$ cat src/inc/ccp_consts.vh
// Constants for the codec control port and DAC setup block
`ifndef CCP_CONSTS_VH
`define CCP_CONSTS_VH
`define CCP_REG_ACTIVATE 7'h09
`define CCP_REG_POWER 7'h12
`define CCP_REG_DAC_FMT 7'h13
`define CCP_REG_DAC_RATE 7'h14
`define CCP_ADDR_BASE 6'h0D
`define CCP_WORD_BITS 5'h10
`define CCP_ADR_HI 15
`define CCP_ADR_LO 9
`define CCP_BIT_ROLE 5
`define CCP_BIT_ACTIVE 0
`define CCP_BIT_POWEROFF 5
`define CCP_BIT_OUTPUT_STAGE_DOWN 4
`define CCP_BIT_DAC_PATH_DOWN 3
`define CCP_BIT_ADC_PATH_DOWN 2
`define CCP_RST_ACTIVATE 9'h000
`define CCP_RST_POWER 9'h03F
`define CCP_RST_DAC_FMT 9'h00A
`define CCP_RST_DAC_RATE 9'h000
`define CCP_FMT_RJ 2'h0
`define CCP_IWL_32 2'h3
`define CCP_IWL_24 2'h2
`define CCP_RATE_48K 3'h0
`define CCP_RATE_8K 3'h1
`define CCP_RATE_32K 3'h2
`define CCP_RATE_96K 3'h3
`define CCP_RATE_44K1 3'h4
`define CCP_RATE_88K2 3'h5
`define CCP_FS_256 9'h100
`define CCP_FS_128 9'h080
`define CCP_BYTE_BITS 4'h8
`define CCP_BCLK_TAP 2'h1
`define CCP_DAT_HI 8
`define CCP_DAT_LO 0
`define CCP_JUST_HI 1
`define CCP_JUST_LO 0
`define CCP_IWL_HI 3
`define CCP_IWL_LO 2
`define CCP_RATE_HI 4
`define CCP_RATE_LO 2
`define CCP_RST_JUSTIFY 2'h2
`define CCP_RST_WLEN 2'h2
`endif

$ cat src/ccp_top.v
// Codec control port: 2/3-wire serial writes, DAC setup registers
// Notes on behaviour
// - Strap pin picks 2-wire (0) or 3-wire (1)
// - 3-wire: data line shifted on serial clock
// - Word: address bits 15:9, data bits 8:0
// - 3-wire commit on select strobe rising edge
// - 2-wire target address chosen by strobe level
// - START then eight bits, address and R/W
// - Matching write address acknowledged low
// - Mismatch or read: no ack, back idle
// - Upper then lower byte, each acknowledged
// - STOP returns idle, stray START restarts address
// - Format bit 5 selects DAC master or slave
// - Master role generates bit and frame clocks
// - Rate field 4:2 decodes six rates
// - Reference 12.288 or 11.2896 MHz by rate
// - Right-justified 32-bit falls back to 24
// - Inactive interface pins tristate, never driven
// - Activation bit 0 enables interface, resets 0
// - Power bit 5 forces power-off, resets 1
// - Power bits 4,3,2 down output, DAC, ADC
// - Format bits 1:0 select justification
`timescale 1ns/100ps
`include "ccp_consts.vh"
module ccp_top #(
  parameter WL = 16
) (
  input wire ref_clk,
  input wire rstn,
  input wire mode_strap,
  input wire serial_clock_line,
  input wire serial_data_line_in,
  output reg serial_data_line_out,
  output reg serial_data_line_oe,
  input wire select_strobe,
  input wire dac_bit_clock_in,
  output reg dac_bit_clock_out,
  output reg dac_bit_clock_oe,
  input wire dac_frame_clock_in,
  output reg dac_frame_clock_out,
  output reg dac_frame_clock_oe,
  output reg dac_role_select,
  output reg [2:0] dac_rate_select,
  output reg [1:0] dac_justify,
  output reg [1:0] dac_word_length,
  output reg ref_clock_select,
  output reg [8:0] fs_ratio,
  output reg iface_active,
  output reg power_off,
  output reg output_stage_down,
  output reg dac_path_down,
  output reg adc_path_down,
  output reg dac_bclk_seen
);
  // Pin synchronisers
  wire [4:0] sy;
  ccp_sync #(.W(5)) u_sync (
    .ref_clk(ref_clk),
    .rstn(rstn),
    .async_in({dac_bit_clock_in, select_strobe, serial_data_line_in, serial_clock_line,
      mode_strap}),
    .sync_out(sy)
  );
  wire mode_s = sy[0];
  wire scl_s = sy[1];
  wire sda_s = sy[2];
  wire csb_s = sy[3];
  wire dbclk_s = sy[4];
  reg scl_q;
  reg sda_q;
  reg csb_q;
  reg dbclk_q;
  reg mode_q;

  // Edge detect history
  always @(posedge ref_clk) begin
    if (!rstn) begin
      scl_q <= 1'b0;
      sda_q <= 1'b1;
      csb_q <= 1'b1;
      dbclk_q <= 1'b0;
      mode_q <= 1'b0;
    end else begin
      scl_q <= scl_s;
      sda_q <= sda_s;
      csb_q <= csb_s;
      dbclk_q <= dbclk_s;
      mode_q <= mode_s;
    end
  end
  // Pin edges and bus conditions
  wire scl_rise = scl_s & ~scl_q;
  wire scl_fall = ~scl_s & scl_q;
  wire start_c = scl_s & scl_q & sda_q & ~sda_s;
  wire stop_c = scl_s & scl_q & ~sda_q & sda_s;
  wire csb_rise = csb_s & ~csb_q;
  wire three_wire = mode_q;

  // Registers
  reg [8:0] act_q;
  reg [8:0] pwr_q;
  reg [8:0] fmt_q;
  reg [8:0] rate_q;
  // 3-wire shift register
  reg [15:0] sh3_q;
  // 2-wire machine
  localparam S_IDLE = 3'h0;
  localparam S_ADDR = 3'h1;
  localparam S_ACKA = 3'h2;
  localparam S_BYTE = 3'h3;
  localparam S_ACKB = 3'h4;
  reg [2:0] st_q;
  reg [3:0] cnt_q;
  reg [15:0] sh2_q;
  reg bytes_q;
  reg ack_drv_q;
  reg wr_en;
  reg [15:0] wr_word;
  // Eighth bit of a byte has been clocked in
  wire byte_done = scl_fall && (cnt_q == `CCP_BYTE_BITS);

  // Address match against strobe-selected target
  function addr_ok;
    input [7:0] b;
    input sel;
    begin
      addr_ok = (b[7:1] == {`CCP_ADDR_BASE, sel}) && !b[0];
    end
  endfunction


  // 3-wire shift on serial clock rise
  always @(posedge ref_clk) begin
    if (!rstn) begin
      sh3_q <= 16'h0000;
    end else if (three_wire && scl_rise) begin
      sh3_q <= {sh3_q[14:0], sda_s};
    end
  end


  // 2-wire protocol engine
  always @(posedge ref_clk) begin
    if (!rstn) begin
      st_q <= S_IDLE;
      cnt_q <= 4'h0;
      sh2_q <= 16'h0000;
      bytes_q <= 1'b0;
      ack_drv_q <= 1'b0;
    end else if (three_wire) begin
      st_q <= S_IDLE;
      ack_drv_q <= 1'b0;
    end else if (start_c) begin
      st_q <= S_ADDR;
      cnt_q <= 4'h0;
      bytes_q <= 1'b0;
      ack_drv_q <= 1'b0;
    end else if (stop_c) begin
      st_q <= S_IDLE;
      ack_drv_q <= 1'b0;
    end else begin
      case (st_q)
        S_IDLE: begin
          ack_drv_q <= 1'b0;
        end
        S_ADDR: begin
          if (scl_rise) begin
            sh2_q <= {sh2_q[14:0], sda_s};
            cnt_q <= cnt_q + 4'h1;
          end
          if (byte_done) begin
            cnt_q <= 4'h0;
            if (addr_ok(sh2_q[7:0], csb_s)) begin
              st_q <= S_ACKA;
              ack_drv_q <= 1'b1;
            end else begin
              st_q <= S_IDLE;
            end
          end
        end
        S_ACKA, S_ACKB: begin
          if (scl_fall) begin
            ack_drv_q <= 1'b0;
            if (st_q == S_ACKB && bytes_q) begin
              st_q <= S_IDLE;
            end else begin
              bytes_q <= (st_q == S_ACKB);
              st_q <= S_BYTE;
            end
          end
        end
        S_BYTE: begin
          if (scl_rise) begin
            sh2_q <= {sh2_q[14:0], sda_s};
            cnt_q <= cnt_q + 4'h1;
          end
          if (byte_done) begin
            cnt_q <= 4'h0;
            st_q <= S_ACKB;
            ack_drv_q <= 1'b1;
          end
        end
        default: begin
          st_q <= S_IDLE;
        end
      endcase
    end
  end

  // Commit strobes for either format
  always @* begin
    wr_en = 1'b0;
    wr_word = sh3_q;
    if (three_wire) begin
      wr_en = csb_rise;
    end else if (st_q == S_BYTE && bytes_q && byte_done) begin
      wr_en = 1'b1;
      wr_word = sh2_q;
    end
  end
  // Address and data fields of the committed word
  wire [6:0] wa = wr_word[`CCP_ADR_HI:`CCP_ADR_LO];
  wire [8:0] wd = wr_word[`CCP_DAT_HI:`CCP_DAT_LO];

  // Register writes
  always @(posedge ref_clk) begin
    if (!rstn) begin
      act_q <= `CCP_RST_ACTIVATE;
      pwr_q <= `CCP_RST_POWER;
      fmt_q <= `CCP_RST_DAC_FMT;
      rate_q <= `CCP_RST_DAC_RATE;
    end else if (wr_en) begin
      case (wa)
        `CCP_REG_ACTIVATE: act_q <= wd;
        `CCP_REG_POWER: pwr_q <= wd;
        `CCP_REG_DAC_FMT: fmt_q <= wd;
        `CCP_REG_DAC_RATE: rate_q <= wd;
        default: act_q <= act_q;
      endcase
    end
  end


  // Rate and word length decode
  reg [8:0] fs_d;
  reg ref_d;
  reg [1:0] wl_d;
  always @* begin
    fs_d = `CCP_FS_256;
    ref_d = 1'b0;
    case (rate_q[`CCP_RATE_HI:`CCP_RATE_LO])
      `CCP_RATE_96K: fs_d = `CCP_FS_128;
      `CCP_RATE_44K1: ref_d = 1'b1;
      `CCP_RATE_88K2: begin
        ref_d = 1'b1;
        fs_d = `CCP_FS_128;
      end
      default: fs_d = `CCP_FS_256;
    endcase
    wl_d = fmt_q[`CCP_IWL_HI:`CCP_IWL_LO];
    if (fmt_q[`CCP_JUST_HI:`CCP_JUST_LO] == `CCP_FMT_RJ &&
      fmt_q[`CCP_IWL_HI:`CCP_IWL_LO] == `CCP_IWL_32) begin
      wl_d = `CCP_IWL_24;
    end
  end


  // Master clock generation: bit clock = ref/8, frame = bclk/(2*WL)
  wire master = fmt_q[`CCP_BIT_ROLE];
  wire act = act_q[`CCP_BIT_ACTIVE];
  reg [1:0] bdiv_q;
  reg [7:0] fdiv_q;
  reg bclk_q;
  reg lrc_q;
  always @(posedge ref_clk) begin
    if (!rstn || !master || !act) begin
      bdiv_q <= 2'h0;
      fdiv_q <= 8'h00;
      bclk_q <= 1'b0;
      lrc_q <= 1'b0;
    end else begin
      bdiv_q <= bdiv_q + 2'h1;
      if (bdiv_q == `CCP_BCLK_TAP) begin
        bclk_q <= ~bclk_q;
        if (bclk_q) begin
          if (fdiv_q == WL[7:0] - 8'h01) begin
            fdiv_q <= 8'h00;
            lrc_q <= ~lrc_q;
          end else begin
            fdiv_q <= fdiv_q + 8'h01;
          end
        end
      end
    end
  end


  // Output registers
  always @(posedge ref_clk) begin
    if (!rstn) begin
      serial_data_line_out <= 1'b0;
      serial_data_line_oe <= 1'b0;
      dac_bit_clock_out <= 1'b0;
      dac_bit_clock_oe <= 1'b0;
      dac_frame_clock_out <= 1'b0;
      dac_frame_clock_oe <= 1'b0;
      dac_role_select <= 1'b0;
      dac_rate_select <= 3'h0;
      dac_justify <= `CCP_RST_JUSTIFY;
      dac_word_length <= `CCP_RST_WLEN;
      ref_clock_select <= 1'b0;
      fs_ratio <= `CCP_FS_256;
      iface_active <= 1'b0;
      power_off <= 1'b1;
      output_stage_down <= 1'b1;
      dac_path_down <= 1'b1;
      adc_path_down <= 1'b1;
      dac_bclk_seen <= 1'b0;
    end else begin
      serial_data_line_out <= 1'b0;
      serial_data_line_oe <= ack_drv_q;
      dac_bit_clock_out <= bclk_q;
      dac_bit_clock_oe <= master & act;
      dac_frame_clock_out <= lrc_q;
      dac_frame_clock_oe <= master & act;
      dac_role_select <= master;
      dac_rate_select <= rate_q[`CCP_RATE_HI:`CCP_RATE_LO];
      dac_justify <= fmt_q[`CCP_JUST_HI:`CCP_JUST_LO];
      dac_word_length <= wl_d;
      ref_clock_select <= ref_d;
      fs_ratio <= fs_d;
      iface_active <= act;
      power_off <= pwr_q[`CCP_BIT_POWEROFF];
      output_stage_down <= pwr_q[`CCP_BIT_OUTPUT_STAGE_DOWN];
      dac_path_down <= pwr_q[`CCP_BIT_DAC_PATH_DOWN];
      adc_path_down <= pwr_q[`CCP_BIT_ADC_PATH_DOWN];
      dac_bclk_seen <= ~master & act & dbclk_s & ~dbclk_q;
    end
  end
endmodule // ccp_top

$ cat src/ccp_sync.v
// Two-stage synchroniser for pins entering the ref_clk domain
`timescale 1ns/100ps
module ccp_sync #(
  parameter W = 4
) (
  input wire ref_clk,
  input wire rstn,
  input wire [W-1:0] async_in,
  output reg [W-1:0] sync_out
);
  reg [W-1:0] meta_q;
  // First stage read only by second stage
  always @(posedge ref_clk) begin
    if (!rstn) begin
      meta_q <= {W{1'b0}};
      sync_out <= {W{1'b0}};
    end else begin
      meta_q <= async_in;
      sync_out <= meta_q;
    end
  end
endmodule // ccp_sync

$ cat config.mk
export PLATFORM = sky130hd
export DESIGN_NAME = ccp_top
export DESIGN_NICKNAME = d
export VERILOG_FILES = /design/src/ccp_top.v /design/src/ccp_sync.v
export VERILOG_INCLUDE_DIRS = /design/src /design/src/inc
export SDC_FILE = /design/constraint.sdc
export NUM_CORES = 1
export LEC_CHECK = 0
export ABC_AREA = 1
export BUFFER_PORTS_ARGS = -buffer_cell sky130_fd_sc_hd__buf_2
export CORE_UTILIZATION = 30
export DETAILED_ROUTE_END_ITERATION = 8
export GPL_ROUTABILITY_DRIVEN = 0
export GPL_TIMING_DRIVEN = 0
export PLACE_DENSITY = 0.44
export SLEW_MARGIN = 20
export SYNTH_ARGS = -nofsm -noshare
export SYNTH_HDL_FRONTEND = slang
export SYNTH_SLANG_ARGS = --single-unit
$ cat constraint.sdc
create_clock -name ref_clk -period 2.3 [get_ports ref_clk]
set_input_delay 0.23 -clock ref_clk [delete_from_list [all_inputs] [get_ports ref_clk]]
set_output_delay 0.23 -clock ref_clk [all_outputs]
set_load 0.005 [all_outputs]
# [Word-level counts from Yosys, hierarchy flattened]
# Cells that the tools add are included.
[word_totals] register_bits=114 latchBits=0 mem_bits_rw=0 romBits=0 in_bits=8 output_inout_bits=30 mem_count=0
[classes] n_addsub=3 mul=0 div_mod_pow=0 order_cmp=0 n_eq_ne=26 shifts=0 n_mux=30 bitwise_logic=26 reduce_logical=39
[ops] op="16-bit 2-to-1 mux" n=2
[ops] op="7-bit by 5-bit equality test with 1-bit output, second input constant" n=3
[ops] op="4-bit 2-to-1 mux" n=5
[ops] op="5-bit AND reduction" n=3
[ops] op="1-bit 2-to-1 mux" n=14
[ops] op="1-bit NOT" n=14
[ops] op="1-bit AND" n=12
[ops] op="2-bit inequality test, second input constant" n=6
[ops] op="4-bit inequality test, second input constant" n=3
[ops] op="3-bit one-hot mux with 4 select lines" n=1
[ops] op="4-bit AND reduction" n=3
[ops] op="2-bit OR reduction" n=6
[ops] op="2-bit AND reduction" n=5
[ops] op="3-bit by 2-bit equality test with 1-bit output, second input constant" n=3
[ops] op="3-bit equality test, second input constant" n=3
[ops] op="3-bit 2-to-1 mux" n=3
[ops] op="9-bit 2-to-1 mux" n=1
[ops] op="8-bit by 1-bit adder with 8-bit output, second input constant" n=1
[ops] op="8-bit by 4-bit equality test with 1-bit output, second input constant" n=1
[ops] op="8-bit 2-to-1 mux" n=1
[ops] op="7-bit by 4-bit equality test with 1-bit output, second input constant" n=1
[ops] op="7-bit by 5-bit equality test with 1-bit output" n=1
[ops] op="1-bit logical AND" n=7
[ops] op="2-bit nonzero test" n=3
[ops] op="17 further kinds" n=22

# [Logic depth before layout (Yosys ltp)]
# Gate-level depths: netlist (run 1).
[logic_depth] word_depth=8 ltp_mapped=14

# [Cells and area by module]
# A second synthesis (run 1) with hierarchy kept.
[hier_totals] cells_unflattened=556 hier_area_um2=4189.0
[modules_own_cells] mod="ccp_top" instances=1 cells_per_inst=525 area_per_inst_um2=3902.5 seq_area_each_um2=1841.8
[modules_own_cells] mod="ccp_sync" instances=1 cells_per_inst=31 area_per_inst_um2=286.5 seq_area_each_um2=200.2

# [Worst setup path after synthesis (run 1)]
# OpenSTA, ideal clock, no wires.
[synth_path] path_type="register -> register" from="register cnt_q[0]" to="register rate_q[2]" arrival_time_ps=1612 t_required_ps=2185 path_slack_ps=573 stages_incl_launch_ff=14 synth_period_minus_slack_ps=1727 path_cell_list="dfxtp_1 inv_1 ha_1 nand3_1 nor2_4 nand2_4 buf_6 nand2_1 nand2_2 nand2_1 nor2_1 nand3_1 nand2_1 nor2_1"
[synth_between] elab_chain_len=7 word_cells_on_any_way=9
[synth_lines] item="start: declaration" line_no="ccp_top.v:113" rtl="reg [3:0] cnt_q;"
[synth_lines] item="start signal: assignment" line_no="ccp_top.v:169" rtl="cnt_q <= cnt_q + 4'h1;"
[synth_lines] item="start signal: assignment" line_no="ccp_top.v:195" rtl="cnt_q <= cnt_q + 4'h1;"
[synth_lines] item="4-bit equality test (no line) (*)"
[synth_lines] item="1-bit logical AND (*)" line_no="ccp_top.v:120" rtl="wire byte_done = scl_fall && (cnt_q == `CCP_BYTE_BITS);"
[synth_lines] item="1-bit logical AND (*)" line_no="ccp_top.v:216" rtl="end else if (st_q == S_BYTE && bytes_q && byte_done) begin"
[synth_lines] item="16-bit 2-to-1 mux" line_no="ccp_top.v:216"
[synth_lines] item="16-bit 2-to-1 mux" line_no="ccp_top.v:214" rtl="if (three_wire) begin"
[synth_lines] item="7-bit by 5-bit equality test with 1-bit output" line_no="ccp_top.v:233" rtl="case (wa)"
[synth_lines] item="2-bit AND reduction (no line)"
[synth_lines] item="end signal: assignment" line_no="ccp_top.v:231" rtl="rate_q <= `CCP_RST_DAC_RATE;"
[synth_lines] item="end signal: assignment" line_no="ccp_top.v:237" rtl="`CCP_REG_DAC_RATE: rate_q <= wd;"
[synth_lines] item="end: declaration" line_no="ccp_top.v:103" rtl="reg [8:0] rate_q;"
# Mark *: on every way between the ends. The rest lies on a longest branch, timed or not.
# A chain may end at the register's enable or synchronous reset.

# [Final worst setup path (run 1)]
[layout_path] from="register cnt_q[0]" to="register pwr_q[2]"
[layout_between] elab_chain_len=7 word_cells_on_any_way=9
[layout_lines] item="4-bit equality test (no line) (*)"
[layout_lines] item="1-bit logical AND (*)" line_no="ccp_top.v:120"
[layout_lines] item="1-bit logical AND (*)" line_no="ccp_top.v:216"
[layout_lines] item="16-bit 2-to-1 mux" line_no="ccp_top.v:216"
[layout_lines] item="16-bit 2-to-1 mux" line_no="ccp_top.v:214"
[layout_lines] item="7-bit by 5-bit equality test with 1-bit output" line_no="ccp_top.v:233"
[layout_lines] item="2-bit AND reduction (no line)"
[layout_lines] item="end signal: assignment" line_no="ccp_top.v:229" rtl="pwr_q <= `CCP_RST_POWER;"
[layout_lines] item="end signal: assignment" line_no="ccp_top.v:235" rtl="`CCP_REG_POWER: pwr_q <= wd;"
[layout_lines] item="end: declaration" line_no="ccp_top.v:101" rtl="reg [8:0] pwr_q;"
# Marks and branches as above.

==> reports/qor.txt, run 1 <==
status - completed
Highest Clock Rate - 478 MHz
Final HPWL DP - 7.09 mm
Final Cycle Share - 91.0%
Die Span Y - 120 microns
core area - 0.0135 sq mm
Initial DRC Count - 142
Total Wirelength - 9.41 mm
area grow syn2layout - 16.4%
row count - 42
Worst VDD drop - 0.000406 V
global-route wire length before repair - 16.0 mm
Ports - 38
total leakage power - 2.21 nW
CTS Sinks - 102
largest cells by area after synthesis - dfxtp_1 (49%), nand2_1 (11%), inv_1 (7.1%), a21oi_1 (5.2%), nand3_1 (4.8%)
Yosys top cell by area - dfxtp_1
n_diodes - 0
synth warn - 0
required time worst endpoint - 2.53 ns
worst slew pin tran - 0.621 ns
sequential element share of the synthesized area - 48.6%
DRC Markers - 0
Finished Cell Area - 0.00489 sq mm
CP bufs+invs - 2
Seq. cell area - 0.00204 sq mm
Area after DPL - 0.00459 sq mm
wire per inst - 12.0 microns
count leader, synth - nand2_1
Initial Utilization - 31.3%
crit path kind - flip-flop to flip-flop
clk_lat worst skew - 0.35 ns
H-tree depth - 3
worst hold stages - 3
relative slew slack - 58.6%
Netlist Area Pre-Place - 0.00421 sq mm
ys async rst share - 0%
Worst path slowest cell - o21ai_0
Seq cells post-synth - 102
Hold Fails Final Rpt - 0
minimum clock period - 2.09 ns
number of flops mapped to enable cells by yosys - 0
TNS Setup - 0 ns
area of the multi-input gates - 0.00172 sq mm
CP Max Fanout - 10
Filler Cell Count - 1494
Final Max Slew Viols - 0
CTS Root Buffer Type - clkbuf_16
share of cells above drive strength 1 - 13.8%
clk_skew - 0.00815 ns
total grt overflow - 0
GRT Util Overall - 14.4%
Final Power - 3.30 mW
max incr delay on CP - 0.43 ns
CP dominant cell by count - nand3_1
final setup fails - 0
worst hold margin - 0.0541 ns
commonest cells in the netlist - nand2_1 (120), dfxtp_1 (102), inv_1 (79)
Hold Buf Count CTS - 0
Final nets - 617
Clk pin slew, worst setup/hold paths - 0.07 ns
Worst path depth - 9
worst-path cell chain - inv_1 > ha_1 > nand3_1 > nor2_4 > nand2_4 > buf_6 > o21ai_0 > nand3b_1 > nand3_1
Power Density - 675 mW/mm^2
Setup crit start kind - flip-flop
Num CTS Buffers - 9
Hold Path Class - input pin to flip-flop
delay-heaviest family, CP - simple AND/OR/NAND/NOR gates
FF-to-FF path depth - 9
post-route insts no fill - 786
cell count after synthesis - 558
Synth cell types - 34
Max Buffers Root-to-Sink - 2
max-cap violation count - 0
DRT Pass-1 Iters - 4
Vias - 3415
Avg Inst Size Synth - 7.54 sq um
vias in the first global route - 3245
ys flop type - dfxtp_1
CTS tree - yes
antenna violations before repair - 0
Setup crit end kind - flip-flop
largest net degree at the start of global routing - 17
IO Port Bufs - 28
Die Wd - 120 microns
die area - 0.0145 sq mm
placed insts - 769
Antenna Nets Post-Route - 0
via/cell ratio - 4.34
Synth top area share - 48.6%
Worst Path Arrival - 2.32 ns
## metrics by stage
| step | util (%) | setup WS (ns) |
|---|---|---|
| detailed placement | 34.1 | 0.129 |
| global route | 36.4 | -0.00105 |
| finish | 36.4 | 0.207 |
| CTS | 36.2 | 0.113 |
| floorplan | - | 0.573 |
| global placement | 34.1 | 0.142 |
## cell families after synthesis
kind of cell	Yosys count	synth area share, %
buffers and inverters	106	11.2
xor gates and xnor gates	3	0.625
adders and majority gates	4	1.19
AOI/OAI and AO/OA	86	10.5
and+or+nand+nor	256	27.8
other	1	0.0892
DFF	102	48.6
## repair_timing
action                     4_1_cts  5_1_grt
resized for setup                0        2
setup endpoints to repair        0        4
setup buffers                    0        1
## power breakdown
part / leakage, nW / switching, mW / internal (mW) / total, mW
registers: 0.825 / 0.00667 / 1.78 / 1.79
clock network: 0.135 / 0.666 / 0.763 / 1.43
logic: 1.25 / 0.0579 / 0.0297 / 0.0876
total: 2.21 / 0.731 / 2.57 / 3.30
## worst register-to-register path, stage by stage (launching register included)
cell and delay [ns]:
dfxtp_1 0.33, inv_1 0.09, ha_1 0.20, nand3_1 0.13, nor2_4 0.27, nand2_4 0.10, buf_6 0.16, o21ai_0 0.43
nand3b_1 0.19, nand3_1 0.07
## area by class of cell
class                           instances  share of cell area [%]
Multi-Input combinational cell        357                    35.2
Tap cell                              176                    4.50
Sequential cell                       102                    41.7
Timing Repair Buffer                   29                    3.27
Inverter                               80                    6.19
Clock inverter                          5                   0.716
Buffer                                 26                    3.43
Clock buffer                           11                    4.96
## flip-flops by register name, indices dropped and copies added (netlist names), 3 cells and up
register and flops:
rate_q 3, sh3_q 16, u_sync.sync_out 5, cnt_q 4, u_sync.meta_q 5, fmt_q 5, st_q 3, fdiv_q 8
dac_rate_select 3, sh2_q 16, pwr_q 4
## path summary, 6_finish.rpt
kind | start | slack (ns) | endpoint
max | cnt_q[0]$_SDFFE_PN0P_ | 0.21 | pwr_q[2]$_SDFFE_PN1P_
min reg2reg | u_sync.meta_q[2]$_SDFF_PN0_ | 0.41 | u_sync.sync_out[2]$_SDFF_PN0_
min | dac_bit_clock_in | 0.05 | u_sync.meta_q[4]$_SDFF_PN0_
max reg2reg | cnt_q[0]$_SDFFE_PN0P_ | 0.21 | pwr_q[2]$_SDFFE_PN1P_
## placed cells by master (no fill, tap or decap), types with 7 or more instances in the layout
cell       Yosys  layout
nand2_1      120     120
dfxtp_1      102     102
inv_1         79      79
nor2_1        46      46
a21oi_1       44      44
nand3_1       40      40
o21ai_0       36      35
buf_2          2      30
nor3_1        15      15
clkbuf_1      10      11
buf_4         10      10
clkbuf_16      0       9
conb_1         1       8
or2_2          7       7
## per-layer routing
metal  track usage [%]  vias up  share of wire, %
met5                 0        -                 0
met4              5.17        0               1.4
met3              4.01        7               3.2
met2              23.7       41                46
met1              17.9     1525                49
li1                  -     1842                 -
Power figures use the tool's default switching activity.
==> run 2: changes to the inputs <==
--- a/config.mk
+++ b/config.mk
@@ -16,4 +16,5 @@
 export SLEW_MARGIN = 20
 export SYNTH_ARGS = -nofsm -noshare
 export SYNTH_HDL_FRONTEND = slang
+export SYNTH_HIERARCHICAL = 1
 export SYNTH_SLANG_ARGS = --single-unit
==> run 2 against run 1 <==
  * Cell count is 0.38% lower
  * Wire length fell by 0.98%
  * Die area is 0.38% lower
  * Register-to-register slack about the same
  * First-iteration DRC count fell by 1.4%
  * Global-route usage fell by 0.40 points
  * Combinational power is 2% higher
  * Hold slack gained 0.0029 ns
  * Fmax is 0.43% lower
  * Clock skew decreased by 0.0019 ns
  * Largest cell class unchanged
==> reports/qor.txt, run 2 <==
status - completed
Largest regs - sh2_q x16, sh3_q x16, fdiv_q x8
critical path launch point - cnt_q[0]$_SDFFE_PN0P_
Synth top area share - 48.7% (+0.19 points)
Hold Fails Final Rpt - 0 (unchanged)
die area - 0.0144 sq mm (-0.38%)
synth warn - 6 (+6)
wire per inst - 11.9 microns (-0.60%)
Initial DRC Count - 140 (-1.4%)
Worst VDD drop - 0.000604 V (+49%)
total grt overflow - 0 (unchanged)
most common library cell in the layout ignoring fill and taps - nand2_1
Final nets - 614 (-0.49%)
Yosys top cell by area - dfxtp_1
Die Span Y - 120 microns (-0.19%)
ys flop type - dfxtp_1
worst hold margin - 0.0570 ns (+0.00290 ns)
clk_skew - 0.00624 ns (-0.00192 ns)
H-tree depth - 3 (unchanged)
R2R Setup Slk - 0.20 ns (about the same)
Netlist Area Pre-Place - 0.00419 sq mm (-0.39%)
IO Port Bufs - 28 (unchanged)
GRT Util Overall - 14.0% (-0.40 points)
relative slew slack - 51.5% (-7.1 points)
crit path kind - flip-flop to flip-flop
largest cells by area after synthesis - dfxtp_1 (49%), nand2_1 (10%), inv_1 (6.6%), nand3_1 (5.4%), nor2_1 (5.0%)
DRT Pass-1 Iters - 4 (unchanged)
Clk pin slew, worst setup/hold paths - 0.07 ns (about the same)
pre-CTS WS - 0.213 ns (+0.0846 ns)
Power Density - 733 mW/mm^2 (+8.6%)
worst slew pin tran - 0.727 ns (+0.107 ns)
TNS Setup - 0 ns (unchanged)
post-CTS setup buffers - 0 (unchanged)
count leader, synth - nand2_1
Avg Inst Size Synth - 7.53 sq um (about the same)
Total Wirelength - 9.32 mm (-0.98%)
global-route wire length before repair - 15.3 mm (-4.1%)
Final HPWL DP - 7.13 mm (+0.65%)
DRC Markers - 0 (unchanged)
Seq cells post-synth - 102 (unchanged)
end of the worst hold path - u_sync/meta_q[3]$_SDFF_PN0_
sequential element share of the synthesized area - 48.7% (+0.19 points)
Highest Clock Rate - 476 MHz (-0.43%)
Final Power - 3.60 mW (+9.1%)
row count - 42 (unchanged)
Worst Path Arrival - 2.35 ns (+0.03 ns)
CTS Sinks - 102 (unchanged)
CTS tree - yes
n_diodes - 0 (unchanged)
number of flops mapped to enable cells by yosys - 0 (unchanged)
via/cell ratio - 4.40 (+1.2%)
Hold Path Class - input pin to flip-flop
Setup crit end kind - flip-flop
post_cts resized - 0 (unchanged)
required time worst endpoint - 2.55 ns (+0.02 ns)
most frequent cells in the layout - nand2_1 (116), dfxtp_1 (102), inv_1 (74)
cell count after synthesis - 556 (-0.36%)
clk_lat worst skew - 0.35 ns (about the same)
Finished Cell Area - 0.00491 sq mm (+0.43%)
Setup crit start kind - flip-flop
Num CTS Buffers - 9 (unchanged)
Max Buffers Root-to-Sink - 2 (unchanged)
CP Max Fanout - 10 (unchanged)
ys async rst share - 0% (unchanged)
Vias - 3443 (+0.82%)
Ports - 38 (unchanged)
Final Cycle Share - 91.4% (+0.39 points)
RSZ-0062 raised after global routing - no
largest net degree at the start of global routing - 17 (unchanged)
FF-to-FF path depth - 11 (+2)
area grow syn2layout - 17.3%
Synth cell types - 36 (+5.9%)
Area after DPL - 0.00458 sq mm (-0.35%)
antenna violations before repair - 0 (unchanged)
worst hold stages - 3 (unchanged)
core area - 0.0135 sq mm (unchanged)
Final Max Slew Viols - 0 (unchanged)
RR Startpoint - cnt_q[0]$_SDFFE_PN0P_
Die Wd - 120 microns (-0.19%)
final setup fails - 0 (unchanged)
vias in the first global route - 3127 (-3.6%)
Worst Slack Setup Final - 0.198 ns (-0.00896 ns)
Antenna Nets Post-Route - 0 (unchanged)
hold_sp - select_strobe
share of cells above drive strength 1 - 13.2% (-0.59 points)
max-cap violation count - 0 (unchanged)
commonest cells in the netlist - nand2_1 (116), dfxtp_1 (102), inv_1 (74)
Hold Buf Count CTS - 0 (unchanged)
Critical R2R Capture - act_q[0]$_SDFFE_PN0P_
Initial Utilization - 31.1% (-0.12 points)
CTS Root Buffer Type - clkbuf_16
total leakage power - 2.11 nW (-4.3%)
minimum clock period - 2.10 ns (+0.00896 ns)
-- run 2: cell types whose count changed in the layout (fill, tap and decap cells not counted), moves of 3 or more --
cell,change
nor3_1,-4
nand2_1,-4
bufinv_16,+3
nand2_2,-3
nor2_1,+10
inv_1,-5
nand3_1,+5
a21oi_1,-4
-- run 2: kinds of logic (layout without fill, tap and decap cells) --
family | after synthesis | after routing | synth area share, %
and+or+nand+nor | 258 | 258 | 27.7
other | 1 | 8 | 0.0895
DFF | 102 | 102 | 48.7
buffers and inverters | 101 | 145 | 10.3
xor gates and xnor gates | 3 | 3 | 0.627
adders and majority gates | 4 | 4 | 1.19
AOI/OAI and AO/OA | 87 | 87 | 11.4
-- run 2: critical path, cell delays in order, from the launching register on --
cell and delay, ns:
dfxtp_1 0.34, inv_1 0.08, ha_1 0.17, nand3_1 0.13
nor2_4 0.25, nand2_4 0.11, buf_6 0.17, buf_2 0.17
o21ai_0 0.33, nand3_1 0.13, nand2_1 0.07, nor2_1 0.04
-- run 2: area by class of cell --
class | instances | area [sq um]
fillers | 1494 | 8540
clock buffers | 10 | 229
flip-flops and latches | 102 | 2040
inverters | 76 | 285
multi-input cells | 360 | 1740
clock inverters | 6 | 110
plain buffers | 25 | 145
well taps | 176 | 220
repair buffers | 28 | 140
-- run 2: layer usage --
layer / vias up / GRT usage (%) / wire, microns
li1: 1845 / - / -
met1: 1537 / 18.6 / 4740
met2: 49 / 20.8 / 4020
met3: 12 / 4.56 / 382
met4: 0 / 5.47 / 181
met5: - / 0 / 0
-- run 2: worst max-delay path by stage --
stage                       endpoint  slack (ns)  depth (start not counted)
6_report       act_q[0]$_SDFFE_PN0P_        0.20                         11
5_1_grt        fmt_q[5]$_SDFFE_PN0P_       0.006                         12
4_1_cts        act_q[0]$_SDFFE_PN0P_        0.17                         11
3_5_place_dp   act_q[0]$_SDFFE_PN0P_        0.21                         11
3_3_place_gp   act_q[0]$_SDFFE_PN0P_        0.19                         11
2_1_floorplan  act_q[0]$_SDFFE_PN0P_        0.57                         11
-- run 2: metrics by stage --
stage          std cells  util [%]
6_report             783      36.5
3_3_place_gp         767      34.0
3_5_place_dp         767      34.0
2_1_floorplan        563         -
5_1_grt              783      36.5
4_1_cts              783      36.5
-- run 2: power breakdown --
group,internal (mW),total (mW),switching (mW)
clock network,1.06,1.73,0.667
registers,1.78,1.79,0.00647
logic,0.0306,0.0890,0.0584
total,2.87,3.60,0.732
